--- src/hdl/swkcdr_pkg.sv ---
package swkcdr_pkg;

    // ****************************************
    // register map
    // ****************************************
    localparam logic [6:0] ADDR_CTRL_ONE   = 7'h3c;
    localparam logic [6:0] ADDR_CTRL_TWO   = 7'h3d;
    localparam logic [6:0] ADDR_UPPER_LIM  = 7'h3e;
    localparam logic [6:0] ADDR_LOWER_LIM  = 7'h3f;
    localparam logic [6:0] ADDR_FAMILY     = 7'h7e;
    localparam int         STAT_N          = 14;
    localparam logic [6:0] STAT_ADDR [STAT_N] = '{
        7'h40, 7'h41, 7'h42, 7'h43, 7'h44, 7'h46, 7'h47,
        7'h48, 7'h54, 7'h55, 7'h70, 7'h71, 7'h72, 7'h73};

    // ****************************************
    // field positions and reset values
    // ****************************************
    localparam int         CTRL1_EN_POS    = 0;
    localparam int         CTRL1_FILT_POS  = 2;
    localparam int         CTRL2_CLK_POS   = 0;
    localparam logic [7:0] CTRL1_RST       = 8'h04;
    localparam logic [7:0] CTRL2_RST       = 8'h00;
    localparam logic [7:0] UPPER_RST       = 8'ha8;
    localparam logic [7:0] LOWER_RST       = 8'h98;
    localparam logic [7:0] STAT_RST        = 8'h00;
    // arbitrary value, not a real part code
    localparam logic [7:0] FAMILY_ID       = 8'h5a;
    // watchdog failure bits live in the device information status byte
    localparam int         WD_IDX          = 3;
    localparam logic [7:0] WD_MASK         = 8'hc0;

    // ****************************************
    // serial frame
    // ****************************************
    localparam logic [4:0] FRAME_BITS      = 5'd16;
    localparam logic [4:0] DATA_START      = 5'd8;
    localparam int         MODE_POS        = 7;
    localparam int         DATA_POS        = 8;

    // ****************************************
    // filter and clock selection
    // ****************************************
    localparam logic [1:0] FILT_TC8        = 2'h0;
    localparam logic [1:0] FILT_TC16       = 2'h1;
    localparam logic [1:0] FILT_TC32       = 2'h2;
    localparam logic [1:0] FILT_ADAPT      = 2'h3;
    localparam logic [5:0] TC_8            = 6'h08;
    localparam logic [5:0] TC_16           = 6'h10;
    localparam logic [5:0] TC_32           = 6'h20;
    localparam logic [3:0] DIST_MIN        = 4'h2;
    localparam logic [3:0] DIST_TC32_MAX   = 4'h3;
    localparam logic [3:0] DIST_TC16_MAX   = 4'h8;
    localparam logic [3:0] DIST_MAX        = 4'ha;
    localparam logic [6:0] CLK_MHZ_80      = 7'h50;
    localparam logic [6:0] CLK_MHZ_40      = 7'h28;
    localparam logic [6:0] CLK_MHZ_20      = 7'h14;
    localparam logic [6:0] CLK_MHZ_10      = 7'h0a;

    typedef struct packed {
        logic       enable;
        logic [1:0] filt;
        logic [1:0] clk_sel;
        logic [7:0] upper;
        logic [7:0] lower;
    } swkcdr_cfg_s;

endpackage

--- src/hdl/swkcdr_shaper.sv ---
`timescale 1ns/1ns
module swkcdr_shaper
    import swkcdr_pkg::*;
(
    // clock and reset
    input  wire logic        clock,
    input  wire logic        rstn,
    // configuration
    input  wire swkcdr_cfg_s cfg,
    // recovery datapath
    input  wire logic        edge_valid,
    input  wire logic [3:0]  edge_dist,
    input  wire logic [7:0]  bit_time_in,
    output logic      [5:0]  time_const,
    output logic      [6:0]  clk_mhz,
    output logic      [7:0]  bit_time_out
);

    // ****************************************
    // time constant
    // ****************************************
    always_ff @(posedge clock or negedge rstn) begin
        if (!rstn) begin
            time_const <= TC_16;
        end else begin
            unique case (cfg.filt)
                FILT_TC8:  time_const <= TC_8;
                FILT_TC16: time_const <= TC_16;
                FILT_TC32: time_const <= TC_32;
                FILT_ADAPT: begin
                    // distances outside 2..10 bits keep the last choice
                    if (edge_valid && edge_dist >= DIST_MIN && edge_dist <= DIST_MAX) begin
                        if (edge_dist <= DIST_TC32_MAX) begin
                            time_const <= TC_32;
                        end else if (edge_dist <= DIST_TC16_MAX) begin
                            time_const <= TC_16;
                        end else begin
                            time_const <= TC_8;
                        end
                    end
                end
            endcase
        end
    end

    // ****************************************
    // recovery input clock
    // ****************************************
    always_ff @(posedge clock or negedge rstn) begin
        if (!rstn) begin
            clk_mhz <= CLK_MHZ_80;
        end else begin
            unique case (cfg.clk_sel)
                2'h0: clk_mhz <= CLK_MHZ_80;
                2'h1: clk_mhz <= CLK_MHZ_40;
                2'h2: clk_mhz <= CLK_MHZ_20;
                2'h3: clk_mhz <= CLK_MHZ_10;
            endcase
        end
    end

    // ****************************************
    // bit-time clamp
    // ****************************************
    always_ff @(posedge clock or negedge rstn) begin
        if (!rstn) begin
            bit_time_out <= 8'h00;
        end else if (!cfg.enable) begin
            bit_time_out <= 8'h00;
        end else if (bit_time_in > cfg.upper) begin
            bit_time_out <= cfg.upper;
        end else if (bit_time_in < cfg.lower) begin
            bit_time_out <= cfg.lower;
        end else begin
            bit_time_out <= bit_time_in;
        end
    end

endmodule

--- src/hdl/swkcdr_regs.sv ---
// What this block does
// - filter select 00/01/10 gives time constant 8/16/32, 11 means adaptive
// - adaptive: edges 2-3 bits apart use 32, 4-8 use 16, 9-10 use 8
// - control one bit 0 enables clock and data recovery
// - clock select 00/01/10/11 picks 80/40/20/10 MHz recovery clock
// - upper limit register clamps bit times above it
// - lower limit register clamps bit times below it
// - frame is sixteen bits: seven-bit address, mode bit, then data byte
// - data bits D0..D7 travel as frame bits 8..15
// - mode bit 0 reads the status byte and leaves it unchanged
// - mode bit 1 clears the addressed status byte, except the watchdog failure bits
// - status bits hold until cleared; only watchdog failure bits self-update
// - reserved control bits always read back zero
// - reset leaves control one at 0x04: constant 16, recovery off
// - reset limits are 0xa8 and 0x98; a soft reset reloads them
`timescale 1ns/1ns
module swkcdr_regs
    import swkcdr_pkg::*;
(
    // clock and reset
    input  wire logic                     clock,
    input  wire logic                     rstn,
    input  wire logic                     soft_rst,
    // serial pins
    input  wire logic                     sclk,
    input  wire logic                     csn,
    input  wire logic                     sdi,
    output logic                          sdo,
    output logic                          sdo_oe,
    // status events and watchdog level
    input  wire logic [STAT_N-1:0][7:0]   stat_set,
    input  wire logic [7:0]               watchdog_failure_bits,
    // recovery datapath
    input  wire logic                     edge_valid,
    input  wire logic [3:0]               edge_dist,
    input  wire logic [7:0]               bit_time_in,
    output swkcdr_cfg_s                   cfg,
    output logic      [5:0]               time_const,
    output logic      [6:0]               clk_mhz,
    output logic      [7:0]               bit_time_out
);

    // ****************************************
    // pin synchronisers
    // ****************************************
    logic       sclk_s1, sclk_s2, sclk_s3;
    logic       csn_s1, csn_s2, csn_s3;
    logic       sdi_s1, sdi_s2;

    always_ff @(posedge clock or negedge rstn) begin
        if (!rstn) begin
            sclk_s1 <= 1'b0;
            sclk_s2 <= 1'b0;
            sclk_s3 <= 1'b0;
        end else begin
            sclk_s1 <= sclk;
            sclk_s2 <= sclk_s1;
            sclk_s3 <= sclk_s2;
        end
    end

    always_ff @(posedge clock or negedge rstn) begin
        if (!rstn) begin
            csn_s1 <= 1'b1;
            csn_s2 <= 1'b1;
            csn_s3 <= 1'b1;
        end else begin
            csn_s1 <= csn;
            csn_s2 <= csn_s1;
            csn_s3 <= csn_s2;
        end
    end

    always_ff @(posedge clock or negedge rstn) begin
        if (!rstn) begin
            sdi_s1 <= 1'b0;
            sdi_s2 <= 1'b0;
        end else begin
            sdi_s1 <= sdi;
            sdi_s2 <= sdi_s1;
        end
    end

    logic sclk_rise, sclk_fall, frame_start, frame_end;
    assign sclk_rise   = sclk_s2 & ~sclk_s3 & ~csn_s2;
    assign sclk_fall   = ~sclk_s2 & sclk_s3 & ~csn_s2;
    assign frame_start = ~csn_s2 & csn_s3;
    assign frame_end   = csn_s2 & ~csn_s3;

    // ****************************************
    // frame capture, first bit is frame bit 0
    // ****************************************
    logic [15:0] frame_reg;
    logic [4:0]  count_reg;

    always_ff @(posedge clock or negedge rstn) begin
        if (!rstn) begin
            count_reg <= 5'd0;
        end else if (frame_start) begin
            count_reg <= 5'd0;
        end else if (sclk_rise && count_reg <= FRAME_BITS) begin
            // counts one past sixteen so a long frame is never taken
            count_reg <= count_reg + 5'd1;
        end
    end

    always_ff @(posedge clock or negedge rstn) begin
        if (!rstn) begin
            frame_reg <= 16'h0000;
        end else if (frame_start) begin
            frame_reg <= 16'h0000;
        end else if (sclk_rise && count_reg < FRAME_BITS) begin
            frame_reg[count_reg[3:0]] <= sdi_s2;
        end
    end

    logic [6:0] frame_addr;
    logic       frame_mode;
    logic [7:0] frame_data;
    logic       commit;
    assign frame_addr = frame_reg[6:0];
    assign frame_mode = frame_reg[MODE_POS];
    assign frame_data = frame_reg[DATA_POS +: 8];
    // short or long frames are dropped whole
    assign commit     = frame_end && count_reg == FRAME_BITS;

    // ****************************************
    // control registers
    // ****************************************
    logic wr_en;
    assign wr_en = commit & frame_mode;

    // ****************************************
    // address decode
    // ****************************************
    logic hit_ctrl_one;
    logic hit_ctrl_two;
    logic hit_upper;
    logic hit_lower;

    assign hit_ctrl_one = frame_addr == ADDR_CTRL_ONE;
    assign hit_ctrl_two = frame_addr == ADDR_CTRL_TWO;
    assign hit_upper    = frame_addr == ADDR_UPPER_LIM;
    assign hit_lower    = frame_addr == ADDR_LOWER_LIM;

    // ****************************************
    // configuration fields
    // ****************************************
    always_ff @(posedge clock or negedge rstn) begin
        if (!rstn) begin
            cfg.enable <= CTRL1_RST[CTRL1_EN_POS];
        end else if (soft_rst) begin
            cfg.enable <= CTRL1_RST[CTRL1_EN_POS];
        end else if (wr_en && hit_ctrl_one) begin
            cfg.enable <= frame_data[CTRL1_EN_POS];
        end
    end

    always_ff @(posedge clock or negedge rstn) begin
        if (!rstn) begin
            cfg.filt <= CTRL1_RST[CTRL1_FILT_POS +: 2];
        end else if (soft_rst) begin
            cfg.filt <= CTRL1_RST[CTRL1_FILT_POS +: 2];
        end else if (wr_en && hit_ctrl_one) begin
            cfg.filt <= frame_data[CTRL1_FILT_POS +: 2];
        end
    end

    always_ff @(posedge clock or negedge rstn) begin
        if (!rstn) begin
            cfg.clk_sel <= CTRL2_RST[CTRL2_CLK_POS +: 2];
        end else if (soft_rst) begin
            cfg.clk_sel <= CTRL2_RST[CTRL2_CLK_POS +: 2];
        end else if (wr_en && hit_ctrl_two) begin
            cfg.clk_sel <= frame_data[CTRL2_CLK_POS +: 2];
        end
    end

    // a soft reset reloads the limits to their reset values, like the control fields
    always_ff @(posedge clock or negedge rstn) begin
        if (!rstn) begin
            cfg.upper <= UPPER_RST;
        end else if (soft_rst) begin
            cfg.upper <= UPPER_RST;
        end else if (wr_en && hit_upper) begin
            cfg.upper <= frame_data;
        end
    end

    always_ff @(posedge clock or negedge rstn) begin
        if (!rstn) begin
            cfg.lower <= LOWER_RST;
        end else if (soft_rst) begin
            cfg.lower <= LOWER_RST;
        end else if (wr_en && hit_lower) begin
            cfg.lower <= frame_data;
        end
    end

    // ****************************************
    // status registers
    // ****************************************
    logic [7:0] stat_reg [STAT_N];

    genvar gi;
    generate
        for (gi = 0; gi < STAT_N; gi++) begin : g_stat
            logic       clr;
            logic [7:0] kept;
            assign clr  = wr_en && frame_addr == STAT_ADDR[gi];
            assign kept = clr ? 8'h00 : stat_reg[gi];
            always_ff @(posedge clock or negedge rstn) begin
                if (!rstn) begin
                    stat_reg[gi] <= STAT_RST;
                end else if (gi == WD_IDX) begin
                    // watchdog bits follow their source, the rest are sticky
                    stat_reg[gi] <= ((kept | stat_set[gi]) & ~WD_MASK)
                                    | (watchdog_failure_bits & WD_MASK);
                end else begin
                    // a new event in the clearing cycle survives
                    stat_reg[gi] <= kept | stat_set[gi];
                end
            end
        end
    endgenerate

    // ****************************************
    // read multiplexer
    // ****************************************
    logic [7:0] rd_data;

    always_comb begin
        rd_data = 8'h00;
        unique case (frame_addr)
            ADDR_CTRL_ONE:  rd_data = {4'h0, cfg.filt, 1'b0, cfg.enable};
            ADDR_CTRL_TWO:  rd_data = {6'h00, cfg.clk_sel};
            ADDR_UPPER_LIM: rd_data = cfg.upper;
            ADDR_LOWER_LIM: rd_data = cfg.lower;
            ADDR_FAMILY:    rd_data = FAMILY_ID;
            default: begin
                for (int i = 0; i < STAT_N; i++) begin
                    if (frame_addr == STAT_ADDR[i]) begin
                        rd_data = stat_reg[i];
                    end
                end
            end
        endcase
    end

    // ****************************************
    // serial output, changes on falling edge
    // ****************************************
    logic [7:0] out_reg;
    logic       load_byte;
    logic       shift_byte;

    // address is complete here, snapshot before any clear
    assign load_byte  = sclk_fall && count_reg == DATA_START;
    assign shift_byte = sclk_fall && count_reg > DATA_START;

    always_ff @(posedge clock or negedge rstn) begin
        if (!rstn) begin
            sdo_oe <= 1'b0;
        end else if (frame_start) begin
            sdo_oe <= 1'b1;
        end else if (frame_end) begin
            sdo_oe <= 1'b0;
        end
    end

    always_ff @(posedge clock or negedge rstn) begin
        if (!rstn) begin
            out_reg <= 8'h00;
        end else if (frame_start) begin
            out_reg <= 8'h00;
        end else if (load_byte) begin
            out_reg <= {1'b0, rd_data[7:1]};
        end else if (shift_byte) begin
            out_reg <= {1'b0, out_reg[7:1]};
        end
    end

    always_ff @(posedge clock or negedge rstn) begin
        if (!rstn) begin
            sdo <= 1'b0;
        end else if (frame_start || frame_end) begin
            sdo <= 1'b0;
        end else if (load_byte) begin
            sdo <= rd_data[0];
        end else if (shift_byte) begin
            sdo <= out_reg[0];
        end
    end

    // ****************************************
    // recovery configuration consumer
    // ****************************************
    swkcdr_shaper u_shaper (
        .clock        (clock),
        .rstn         (rstn),
        .cfg          (cfg),
        .edge_valid   (edge_valid),
        .edge_dist    (edge_dist),
        .bit_time_in  (bit_time_in),
        .time_const   (time_const),
        .clk_mhz      (clk_mhz),
        .bit_time_out (bit_time_out)
    );

endmodule

--- config.mk ---
export PLATFORM = sky130hd
export DESIGN_NAME = swkcdr_regs
export DESIGN_NICKNAME = d
export VERILOG_FILES = /design/src/hdl/swkcdr_pkg.sv /design/src/hdl/swkcdr_shaper.sv /design/src/hdl/swkcdr_regs.sv
export SDC_FILE = /design/constraint.sdc
export NUM_CORES = 1
export LEC_CHECK = 0
export BUFFER_PORTS_ARGS = -buffer_cell sky130_fd_sc_hd__buf_2
export CAP_MARGIN = 20
export CELL_PAD_IN_SITES_DETAIL_PLACEMENT = 1
export CELL_PAD_IN_SITES_GLOBAL_PLACEMENT = 2
export CORE_MARGIN = 10
export CORE_UTILIZATION = 35
export CTS_CLUSTER_SIZE = 30
export DETAILED_ROUTE_END_ITERATION = 16
export HOLD_SLACK_MARGIN = 0.03
export MAX_ROUTING_LAYER = met4
export PLACE_DENSITY_LB_ADDON = 0.1
export SLEW_MARGIN = 20
export SYNTH_ARGS = -nofsm -noshare
export SYNTH_HDL_FRONTEND = slang
export SYNTH_SLANG_ARGS = --single-unit
--- constraint.sdc ---
create_clock -name clock -period 2.6 [get_ports clock]
set_clock_uncertainty 0.2 [all_clocks]
set_input_delay 0.26 -clock clock [delete_from_list [all_inputs] [get_ports clock]]
set_output_delay 0.26 -clock clock [all_outputs]
set_load 0.05 [all_outputs]
Yosys cells after proc, flatten, opt, wreduce, memory -nomap -nowiden --
Cells that the tools add are included.
Word-level totals: register bits after elaboration 193, input bits 139, output and inout bits 44, logic and storage cells 201
Cells by class: add/subtract/negate cells 1, magnitude comparators 11, equal/unequal tests 28, muxes and demuxes 62, bitwise logic cells 26, reduce and logical (&&, ||, !) cells 38
Operators with widths (number):
- $mux W8 | 37
- $eq A7 B7 Y1 const B | 15
- $or A8 B8 Y8 | 13
- $pmux W8 S5 | 1
- $mux W16 | 2
- $eq A7 B6 Y1 const B | 4
- $pmux W7 S4 | 1
- $logic_and A1 B1 Y1 | 26
- $pmux W6 S4 | 1
- $mux W6 | 3
- $bwmux W16 | 1
- $mux W5 | 3
- $reduce_bool A2 Y1 | 7
- $eq A2 B2 Y1 const B | 4
- $gt A8 B8 Y1 | 1
- $le A4 B4 Y1 const B | 2
- $lt A8 B8 Y1 | 1
- $mux W1 | 8
- $mux W2 | 4
- $or A6 B8 Y8 | 1
- $and A1 B1 Y1 | 7
- $or A6 B6 Y6 | 1
- $reduce_bool A3 Y1 | 2
- $add A5 B1 Y5 const B | 1
- 15 further kinds | 20

Depth between registers and ports, before layout --
Gate-level depths: netlist of the first run.
depth after elaboration 18, depth in mapped cells 9, gate-level depth less buffers 8

Cells and area by module --
From an unflattened synthesis of the first run, not the netlist that was laid out.
Unflattened totals: cell total of the unflattened synthesis 832, area, all modules 9198.8 sq um
Modules (own cells, without submodules):
- swkcdr_regs | times used 1, cells an instance 702, area each 7987.7 sq um, sequential area each 4291.6 sq um
- swkcdr_shaper | times used 1, cells an instance 130, area each 1211.2 sq um, sequential area each 429.2 sq um

Least setup slack after synthesis of the first run --
Ideal clock, no wire load.
path kind register to register, start reg, netlist name cfg[11], end reg u_shaper.bit_time_out[5], setup time 0.078 ns, data arrival time 2.186 ns, data required time 2.322 ns, setup slack 0.136 ns, cell stages (with the launch flop) 10, buffers on the path 1, clock period less this slack 2.464 ns, path through dfstp_2 inv_1 ha_1 a21o_1 a21oi_1 a21oi_1 o22ai_1 clkbuf_1 o21ai_0 a21oi_1
Between the ends: longest elaborated chain between the ends 3
Ends and longest elaborated chain:
- $gt A8 B8 Y1 | RTL line swkcdr_shaper.sv:70 | end else if (bit_time_in > cfg.upper) begin
- $mux W8 | RTL line swkcdr_shaper.sv:70
- $mux W8 | RTL line swkcdr_shaper.sv:68 | end else if (!cfg.enable) begin
- to (signal assigned) | RTL line swkcdr_shaper.sv:71 | bit_time_out <= cfg.upper;
- to (signal assigned) | RTL line swkcdr_shaper.sv:73 | bit_time_out <= cfg.lower;
- to (signal assigned) | RTL line swkcdr_shaper.sv:75 | bit_time_out <= bit_time_in;
- to (decl) | RTL line swkcdr_shaper.sv:16 | output logic [7:0] bit_time_out
No other way between the ends. A chain may end at the register's enable or synchronous reset.

Final worst setup path of the first run --
start reg csn_s2, end reg, netlist name cfg[3]
Between the ends: longest elaborated chain between the ends 5
Ends and longest elaborated chain:
- from (decl) | RTL line swkcdr_regs.sv:47 | logic csn_s1, csn_s2, csn_s3;
- from (signal assigned) | RTL line swkcdr_regs.sv:69 | csn_s2 <= csn_s1;
- $and A1 B1 Y1 | RTL line swkcdr_regs.sv:88 | assign frame_end = csn_s2 & ~csn_s3;
- $logic_and A1 B1 Y1 | RTL line swkcdr_regs.sv:125 | assign commit = frame_end && count_reg == FRAME_BITS;
- $and A1 B1 Y1 | RTL line swkcdr_regs.sv:131 | assign wr_en = commit & frame_mode;
- $logic_and A1 B1 Y1 | RTL line swkcdr_regs.sv:195 | end else if (wr_en && hit_lower) begin
- $reduce_bool A2 Y1 (no line)
No other way between the ends.

==> results.cfg, run 1 <==
[worst_setup_path]
critPathLaunchType = register
cp.required_ns = 2.78
r2r-start = csn_s2$_DFF_PN1_
cp-end-kind = register
arrival_ns = 2.58
cp_max_fo = 11
worstSetupStartpoint = csn_s2$_DFF_PN1_
path_class = register to register

[timing]
setup_viol = 0
drv_slew = 0
fin_crit_sh_pct = 92.3
fin_ws_ns = 0.199
hold_viol_final = 0
worstMarginPinSlew_ns = 0.579
fin_crit_ns = 2.40
max_slew_margin_pct = 61.4
max_freq_mhz = 417
tns_ns = 0
grt_setup_unrepaired = false

[pwr]
ir_drop_v = 0.000251
leakagePower_uw = 0.00538
total_power_uw = 6390
powerDensity_nw_per_um2 = 506

[die]
fp.coreArea_um2 = 25300
rows = 58
die_w_um = 181
dieArea_um2 = 32700
dieHeight_um = 181
ios = 183
start_util_pct = 35.7

[final_layout]
drive_gt1_share_pct = 25.3
n_fill_cell = 2835
area_delta_synth_final_pct = 39.8
seqCellArea_um2 = 4720
largest_reg_flops = 112
layout.nets = 1377
multi_input_area_um2 = 4020

[clocking]
numCtsBuffers = 17
post_cts_buffers = 0
clock_latency_ns = 0.44
cts_tree = done
cts-root-buf = clkbuf_16
clockBufferDepth = 2
cts.sinks = 188
cts_max_level = 4
clkTransAtPathRegs_ns = 0.08

[route]
drt-total-wl_mm = 33.8
drtIter0Drc = 547
vias_per_cell = 5.27
first_pass_iters = 5
ant_nets = 0
post_drt_wl_per_cell_um = 21.7
via_count = 8219
drc = 0

[synthesis]
yosysUniqueCellTypes = 69
synth_warnings = 0
synthCells = 868
yosysTopAreaCellShare_pct = 48.4
ys_ff_latch = 188
synth_edf_count = 0
synth_top_area_cell = dfrtp_1
synth_flop_cell = dfrtp_1
synth.area.top_cells = dfrtp_1 48%, a21o_1 9.6%, dfstp_2 3.8%, nand2_1 3.4%, mux2i_1 3.0%
avgSynthCellArea_um2 = 10.4
synth_async_sr_flop_share_pct = 100
yosysMostFrequentCell = dfrtp_1
synth_area_um2 = 9040
ys_seq_area_share_pct = 52.2
synth_common_cells = 175 x dfrtp_1, 115 x a21o_1, 83 x nand2_1

[placed_design]
port_buffers = 170
gp_congestion = 0.880
dp_hpwl_mm = 24.5
place_ws_ns = 0.118

[global_routing]
grt.total_usage_pct = 21.0
antenna_found_initial = 1
grt_pass1_vias = 8757
grt_start_max_net_pins = 64
grt_pass1_wl_mm = 53.0
grt.overflow.total = 0

[worst_hold_path]
min_path_type = primary input to register
min_from = soft_rst

[job]
cap_viol_max_count = 0

[status]
outcome = finished clean
## logic make-up after synthesis
group | synth area share (%)
buffers and inverters | 3.53
multiplexers | 4.73
XOR/XNOR | 0.388
AO/OA/AOI/OAI | 22.9
AND/OR/NAND/NOR | 13.3
other | 0.0415
flip-flops | 52.2
adder cells (fa/ha/maj) | 2.91
## worst max-delay path, cell delays in order, from the launching register on
cell	delay [ns]
dfstp_2	0.57
ha_1	0.15
and3_1	0.15
nand3_1	0.25
nor2_1	0.22
buf_4	0.22
nand2_1	0.23
a211o_1	0.35
## power by group
group          switching (µW)  internal (µW)
clock network            1250           1490
logic                     348            341
registers                20.9           2940
total                    1620           4770
## cells in the final DEF, fill, tap and decap left out, types with 10 or more instances in the layout
master,n
ha_1,21
nor2b_1,14
o21ai_0,42
nand2_1,83
inv_1,30
buf_4,67
and2_1,12
nand3_1,37
a211o_1,10
clkbuf_16,17
buf_2,169
nor2_1,52
dfstp_2,13
mux2i_1,27
a21oi_1,51
dlygate4sd3_1,125
a22oi_1,17
dfrtp_1,174
a21o_1,115
## layout make-up
| class | count | share of cell area [%] |
|---|---|---|
| Clock inverter | 11 | 1.05 |
| Clock buffer | 21 | 3.64 |
| Multi-Input combinational cell | 609 | 31.8 |
| Antenna cell | 1 | 0.0198 |
| Inverter | 31 | 0.921 |
| Sequential cell | 188 | 37.4 |
| Tap cell | 330 | 3.27 |
| Timing Repair Buffer | 370 | 21.9 |
## per-layer routing
layer / track usage [%] / up-vias / share of wire, %
li1: - / 3830 / -
met1: 28.8 / 4164 / 48
met2: 32.2 / 203 / 46
met3: 3.38 / 22 / 4.4
met4: 4.49 / 0 / 0.90
met5: - / - / 0
## through the flow
stage | area [µm²] | hold slack, ns | util [%] | std cells
3_5_place_dp | 10800 | 0.112 | 42.6 | 1403
5_1_grt | 12600 | 0.0810 | 49.9 | 1561
6_report | 12600 | 0.0521 | 49.9 | 1561
4_1_cts | 12600 | 0.0383 | 49.9 | 1560
2_1_floorplan | 9050 | -0.236 | - | 871
3_3_place_gp | 10800 | 0.114 | 42.6 | 1403
## what timing repair did
action / 4_1_cts / 5_1_grt
endpoints found under the hold margin: 184 / 0
endpoints found under the setup margin: 0 / 4
gates resized for setup: 0 / 2
hold buffers: 125 / 0
## worst paths after layout
path / slack (ns) / end / cells past startpoint
max: 0.20 / cfg[3]$_DFFE_PN1P_ / 7
min: 0.05 / cfg[6]$_DFFE_PN0P_ / 2
max reg2reg: 0.20 / cfg[3]$_DFFE_PN1P_ / 7
min reg2reg: 0.15 / sdi_s2$_DFF_PN0_ / 0
max in group asynchronous: 1.29 / stat_reg[46]$_DFF_PN0_ / 3
min in group asynchronous: 0.17 / u_shaper.bit_time_out[4]$_DFF_PN0_ / 2
Power figures use the tool's default switching activity.
==> run 2: changes to the inputs <==
ABC_AREA = 1   (was unset)
CORE_UTILIZATION = 33   (was 35)
clock period = 2.3 ns   (was 2.6 ns; I/O delays follow)
==> results.cfg, run 2 <==
[worst_setup_path]
cp_common_cell = nand2_1
cp-end-kind = register
cp_max_fo = 7
cp.required_ns = 2.43
slowest_stage = dfrtp_1
critPathLaunchType = register
crit_chain = buf_6 -> nand2_1 -> inv_2 -> nand2_4 -> nor2_4 -> buf_4 -> buf_4 -> nand2_1 -> nand4_1 -> nor2_2 -> nand4_1 -> nor2_2 -> nand4_1 -> nand2_1 -> nand2_1 -> nand2_1 -> nand2_1
cpPeakStageDelay_ns = 0.39
path_class = register to register
arrival_ns = 2.51

[synthesis]
synthMuxAreaShare_pct = 0.122
synth_async_sr_flop_share_pct = 100
synth_common_cells = 205 x nand2_1, 184 x inv_1, 175 x dfrtp_1
synth.area.top_cells = dfrtp_1 47%, o21bai_1 9.0%, nand2_1 8.3%, inv_1 7.5%, dfstp_2 3.7%
avgSynthCellArea_um2 = 8.81
yosys.area_share.adder_pct = 2.85
yosysTopAreaCellShare_pct = 47.4
synth_edf_count = 0
synth_compound_area_share_pct = 17.0
yosysUniqueCellTypes = 46
synth_simple_gate_area_share_pct = 19.8
synthCells = 1048
synth_top_family_by_area = simple AND/OR/NAND/NOR gates
synth_flop_cell = dfrtp_1
synth_warnings = 0
synth_top_area_cell = dfrtp_1
synth_area_um2 = 9230
ys_seq_area_share_pct = 51.1
ys_ff_latch = 188
yosysMostFrequentCell = nand2_1
synth_xor_area_share_pct = 0

[timing]
fin_crit_sh_pct = 103
grt_setup_unrepaired = true
tns_ns = -0.137
drv_slew = 0
fin_crit_ns = 2.38
setup_viol = 5
hold_viol_final = 0
max_slew_margin_pct = 59.5
fin_ws_ns = -0.0783
max_freq_mhz = 420
worstMarginPinSlew_ns = 0.607
worst_hold_slack_ns = 0.0610

[route]
first_pass_iters = 4
via_count = 8454
drc = 0
post_drt_wl_per_cell_um = 17.2
drt-total-wl_mm = 32.0
drtIter0Drc = 359
vias_per_cell = 4.54
ant_nets = 0

[final_layout]
largest_reg_flops = 112
stdcell_count = 1864
n_fill_cell = 3274
utilization_pct = 49.0
layout.nets = 1633
drive_gt1_share_pct = 29.5
area_delta_synth_final_pct = 47.1
layout_commonest_cell = nand2_1
layout_common_cells = 194 x nand2_1, 177 x inv_1, 173 x dfrtp_1

[pwr]
ir_drop_v = 0.000461
powerDensity_nw_per_um2 = 523
total_power_uw = 7110
leakagePower_uw = 0.00738

[die]
start_util_pct = 33.3
ios = 183
rows = 61
die_w_um = 187
dieArea_um2 = 35100
fp.coreArea_um2 = 27700
dieHeight_um = 187

[clocking]
cts_tree = done
cts.sinks = 188
cts_max_level = 4
clockBufferDepth = 2
clock_latency_ns = 0.44
clkTransAtPathRegs_ns = 0.08
cts-root-buf = clkbuf_16
numCtsBuffers = 17

[global_routing]
grt.total_usage_pct = 18.8
grt_pass1_wl_mm = 51.0
grt_start_max_net_pins = 56
antenna_found_initial = 1
grt_pass1_vias = 9314
grt.overflow.total = 0

[worst_hold_path]
min_path_type = primary input to register

[placed_design]
port_buffers = 170
gp_congestion = 0.833
place_inst = 1681
dp_hpwl_mm = 23.6

[status]
violations = setup timing
outcome = finished, violations left

[job]
cap_viol_max_count = 0
[run 2: kinds of logic after synthesis]
kind of cell	after synthesis
muxes	1
other	1
buffers and inverters	215
adders and majority gates	21
AOI/OAI and AO/OA	239
and+or+nand+nor	383
DFF	188
[run 2: through the flow]
stage          setup slack (ns)  area [µm²]
6_report                -0.0783       13600
3_5_place_dp             -0.290       11300
3_3_place_gp             -0.231       11300
5_1_grt                  -0.206       13600
4_1_cts                  -0.122       13300
2_1_floorplan           0.00751        9260
[run 2: critical path, delay by kind of cell (launching register included)]
kind | cells | cell delay, ns
buf+inv | 4 | 0.47
flops | 1 | 0.39
simple gates | 13 | 1.20
[run 2: area by class of cell]
cell class,instances,area (µm²),share of cell area [%]
inverter,198,756,5.56
sequential,188,4720,34.8
multi-input combinational,648,3890,28.6
timing repair buffer,420,3180,23.4
tap,378,473,3.48
clock inverter,13,131,0.967
antenna,1,2.50,0.0184
clock buffer,18,429,3.16
[run 2: metal layers]
metal | share of wire, % | global-route usage [%] | routed length [µm]
met1 | 47 | 23.8 | 15000
met2 | 49 | 30.9 | 15600
met3 | 3.4 | 3.11 | 1070
met4 | 0.83 | 4.00 | 267
met5 | 0 | - | 0
[run 2: where the power goes]
group | switching, µW | internal [µW]
Clock | 1460 | 1440
Sequential | 22.3 | 3330
Combinational | 423 | 436
[run 2: timing repair]
item | in CTS | in global routing
setup endpoints to repair | 16 | 32
hold buffers | 130 | 0
buffers inserted | 6 | 16
gates cloned | 0 | 1
endpoints found under the hold margin | 246 | 0
gates resized for setup | 30 | 49
pin swaps | 16 | 32
[run 2: final timing paths]
check / start / to / slack [ns] / cells after the start
setup / recovery: frame_reg[1]$_DFFE_PN0P_ / sdo$_DFFE_PN0P_ / -0.08 / 17
hold / removal: edge_dist[1] / u_shaper.time_const[5]$_DFFE_PN0P_ / 0.06 / 4
setup reg to reg: frame_reg[1]$_DFFE_PN0P_ / sdo$_DFFE_PN0P_ / -0.08 / 17
hold reg to reg: sclk_s1$_DFF_PN0_ / sclk_s2$_DFF_PN0_ / 0.15 / 0
max in group asynchronous: rstn / csn_s1$_DFF_PN1_ / 1.04 / 3
min in group asynchronous: rstn / stat_reg[91]$_DFF_PN0_ / 0.14 / 2
==> run 3: changes to the inputs <==
CAP_MARGIN = unset   (was 20)
RECOVER_POWER = 25   (was unset)
==> results.cfg, run 3 (synthesis gave the netlist of run 2 again) <==
[worst_hold_path]
min_from = edge_dist[1]
min_path_type = primary input to register
whs_path_depth = 4
worstHoldEndpoint = u_shaper.time_const[5]$_DFFE_PN0P_

[die]
die_w_um = 187
rows = 61
dieArea_um2 = 35100
dieHeight_um = 187
fp.coreArea_um2 = 27700
ios = 183
start_util_pct = 33.3

[route]
route.met2.wl_mm = 15.7
ant_nets = 0
first_pass_iters = 4
drt-met1-wl_mm = 15.0
drtIter0Drc = 372
met3_wirelength_mm = 1.06
drt-total-wl_mm = 32.0
via_count = 8450
post_drt_wl_per_cell_um = 17.2
top_layer_used = met4
drc = 0
vias_per_cell = 4.53

[final_layout]
largest_reg_flops = 112
stdcell_count = 1864
final_area_um2 = 13500
layout_common_cells = 194 x nand2_1, 177 x inv_1, 173 x dfrtp_1
layout_commonest_cell = nand2_1
area_delta_synth_final_pct = 46.7
drive_gt1_share_pct = 29.4
layout.nets = 1633

[global_routing]
antenna_found_initial = 1
grt.total_usage_pct = 18.8
grt_start_max_net_pins = 56
grt.overflow.total = 0
grt_pass1_wl_mm = 51.0
grt_pass1_vias = 9314

[job]
cap_viol_max_count = 1

[timing]
worstMarginPinSlew_ns = 1.56
setup_viol = 5
fin_crit_sh_pct = 103
max_freq_mhz = 421
fin_ws_ns = -0.0766
fin_crit_ns = 2.38
max_slew_margin_pct = -3.93
hold_viol_final = 0
worst_hold_slack_ns = 0.0603
drv_slew = 54
grt_setup_unrepaired = true

[pwr]
powerDensity_nw_per_um2 = 524
ir_drop_v = 0.000461
total_power_uw = 7100
leakagePower_uw = 0.00736

[worst_setup_path]
path_class = register to register
cp_max_fo = 7
cp-end-kind = register
critPathLaunchType = register
worstSetupStartpoint = frame_reg[1]$_DFFE_PN0P_
cp.required_ns = 2.43
arrival_ns = 2.51
r2r_setup_slack_ns = -0.08
r2r-start = frame_reg[1]$_DFFE_PN0P_
rr_worst_depth = 17
r2r-end = sdo$_DFFE_PN0P_

[clocking]
cts.sinks = 188
cts_max_level = 4
clockBufferDepth = 2
cts_tree = done
numCtsBuffers = 17
cts-root-buf = clkbuf_16
clock_latency_ns = 0.44
clkTransAtPathRegs_ns = 0.08

[status]
violations = capacitance limit, slew limit, setup timing
outcome = finished, violations left

[placed_design]
place_ws_ns = -0.290
dpl_cell_area_um2 = 11300
port_buffers = 170
dp_hpwl_mm = 23.6
place_inst = 1681
gp_congestion = 0.833
[run 3: metal layers]
metal | vias up | global-route usage, %
met5 | - | -
met1 | 4089 | 23.8
met3 | 19 | 3.11
met2 | 136 | 30.9
met4 | 0 | 4.00
li1 | 4206 | -
[run 3: cell type report]
type,count,area (µm²)
fill,3279,14200
antenna,1,2.50
tap,378,473
timing repair buffer,420,3140
sequential,188,4720
clock buffer,18,429
inverter,198,756
clock inverter,13,131
multi-input combinational,648,3890
[run 3: worst max-delay path, stage by stage, from the launching register on]
cell	delay, ns
dfrtp_1	0.39
buf_6	0.14
nand2_1	0.07
inv_2	0.06
nand2_4	0.08
nor2_4	0.06
buf_4	0.13
buf_4	0.14
nand2_1	0.05
nand4_1	0.17
nor2_2	0.16
nand4_1	0.12
nor2_2	0.14
nand4_1	0.11
nand2_1	0.09
nand2_1	0.05
nand2_1	0.05
nand2_1	0.04
[run 3: timing repair]
action / in CTS / in global routing
endpoints found under the setup margin: 16 / 32
setup buffers: 6 / 16
pin swaps: 16 / 32
gates cloned: 0 / 1
gates resized for setup: 30 / 49
hold endpoints to repair: 246 / 0
hold buffers: 130 / 0
[run 3: worst max path at each step]
stage,to,depth (start not counted)
floorplan,u_shaper.bit_time_out[2]$_DFF_PN0_,8
global placement,out_reg[3]$_DFFE_PN0P_,14
detailed placement,out_reg[3]$_DFFE_PN0P_,14
CTS,out_reg[1]$_DFFE_PN0P_,15
global route,out_reg[3]$_DFFE_PN0P_,16
finish,sdo$_DFFE_PN0P_,17
[run 3: where the power goes]
part | switching, µW | internal [µW]
Clock | 1450 | 1440
Sequential | 22.2 | 3330
Combinational | 422 | 430
[run 3: per-stage QoR]
stage / utilization (%) / setup TNS [ns]
floorplan: - / 0
global placement: 40.8 / -1.23
detailed placement: 40.8 / -1.88
CTS: 48.1 / -0.388
global route: 48.9 / -5.20
finish: 48.9 / -0.156
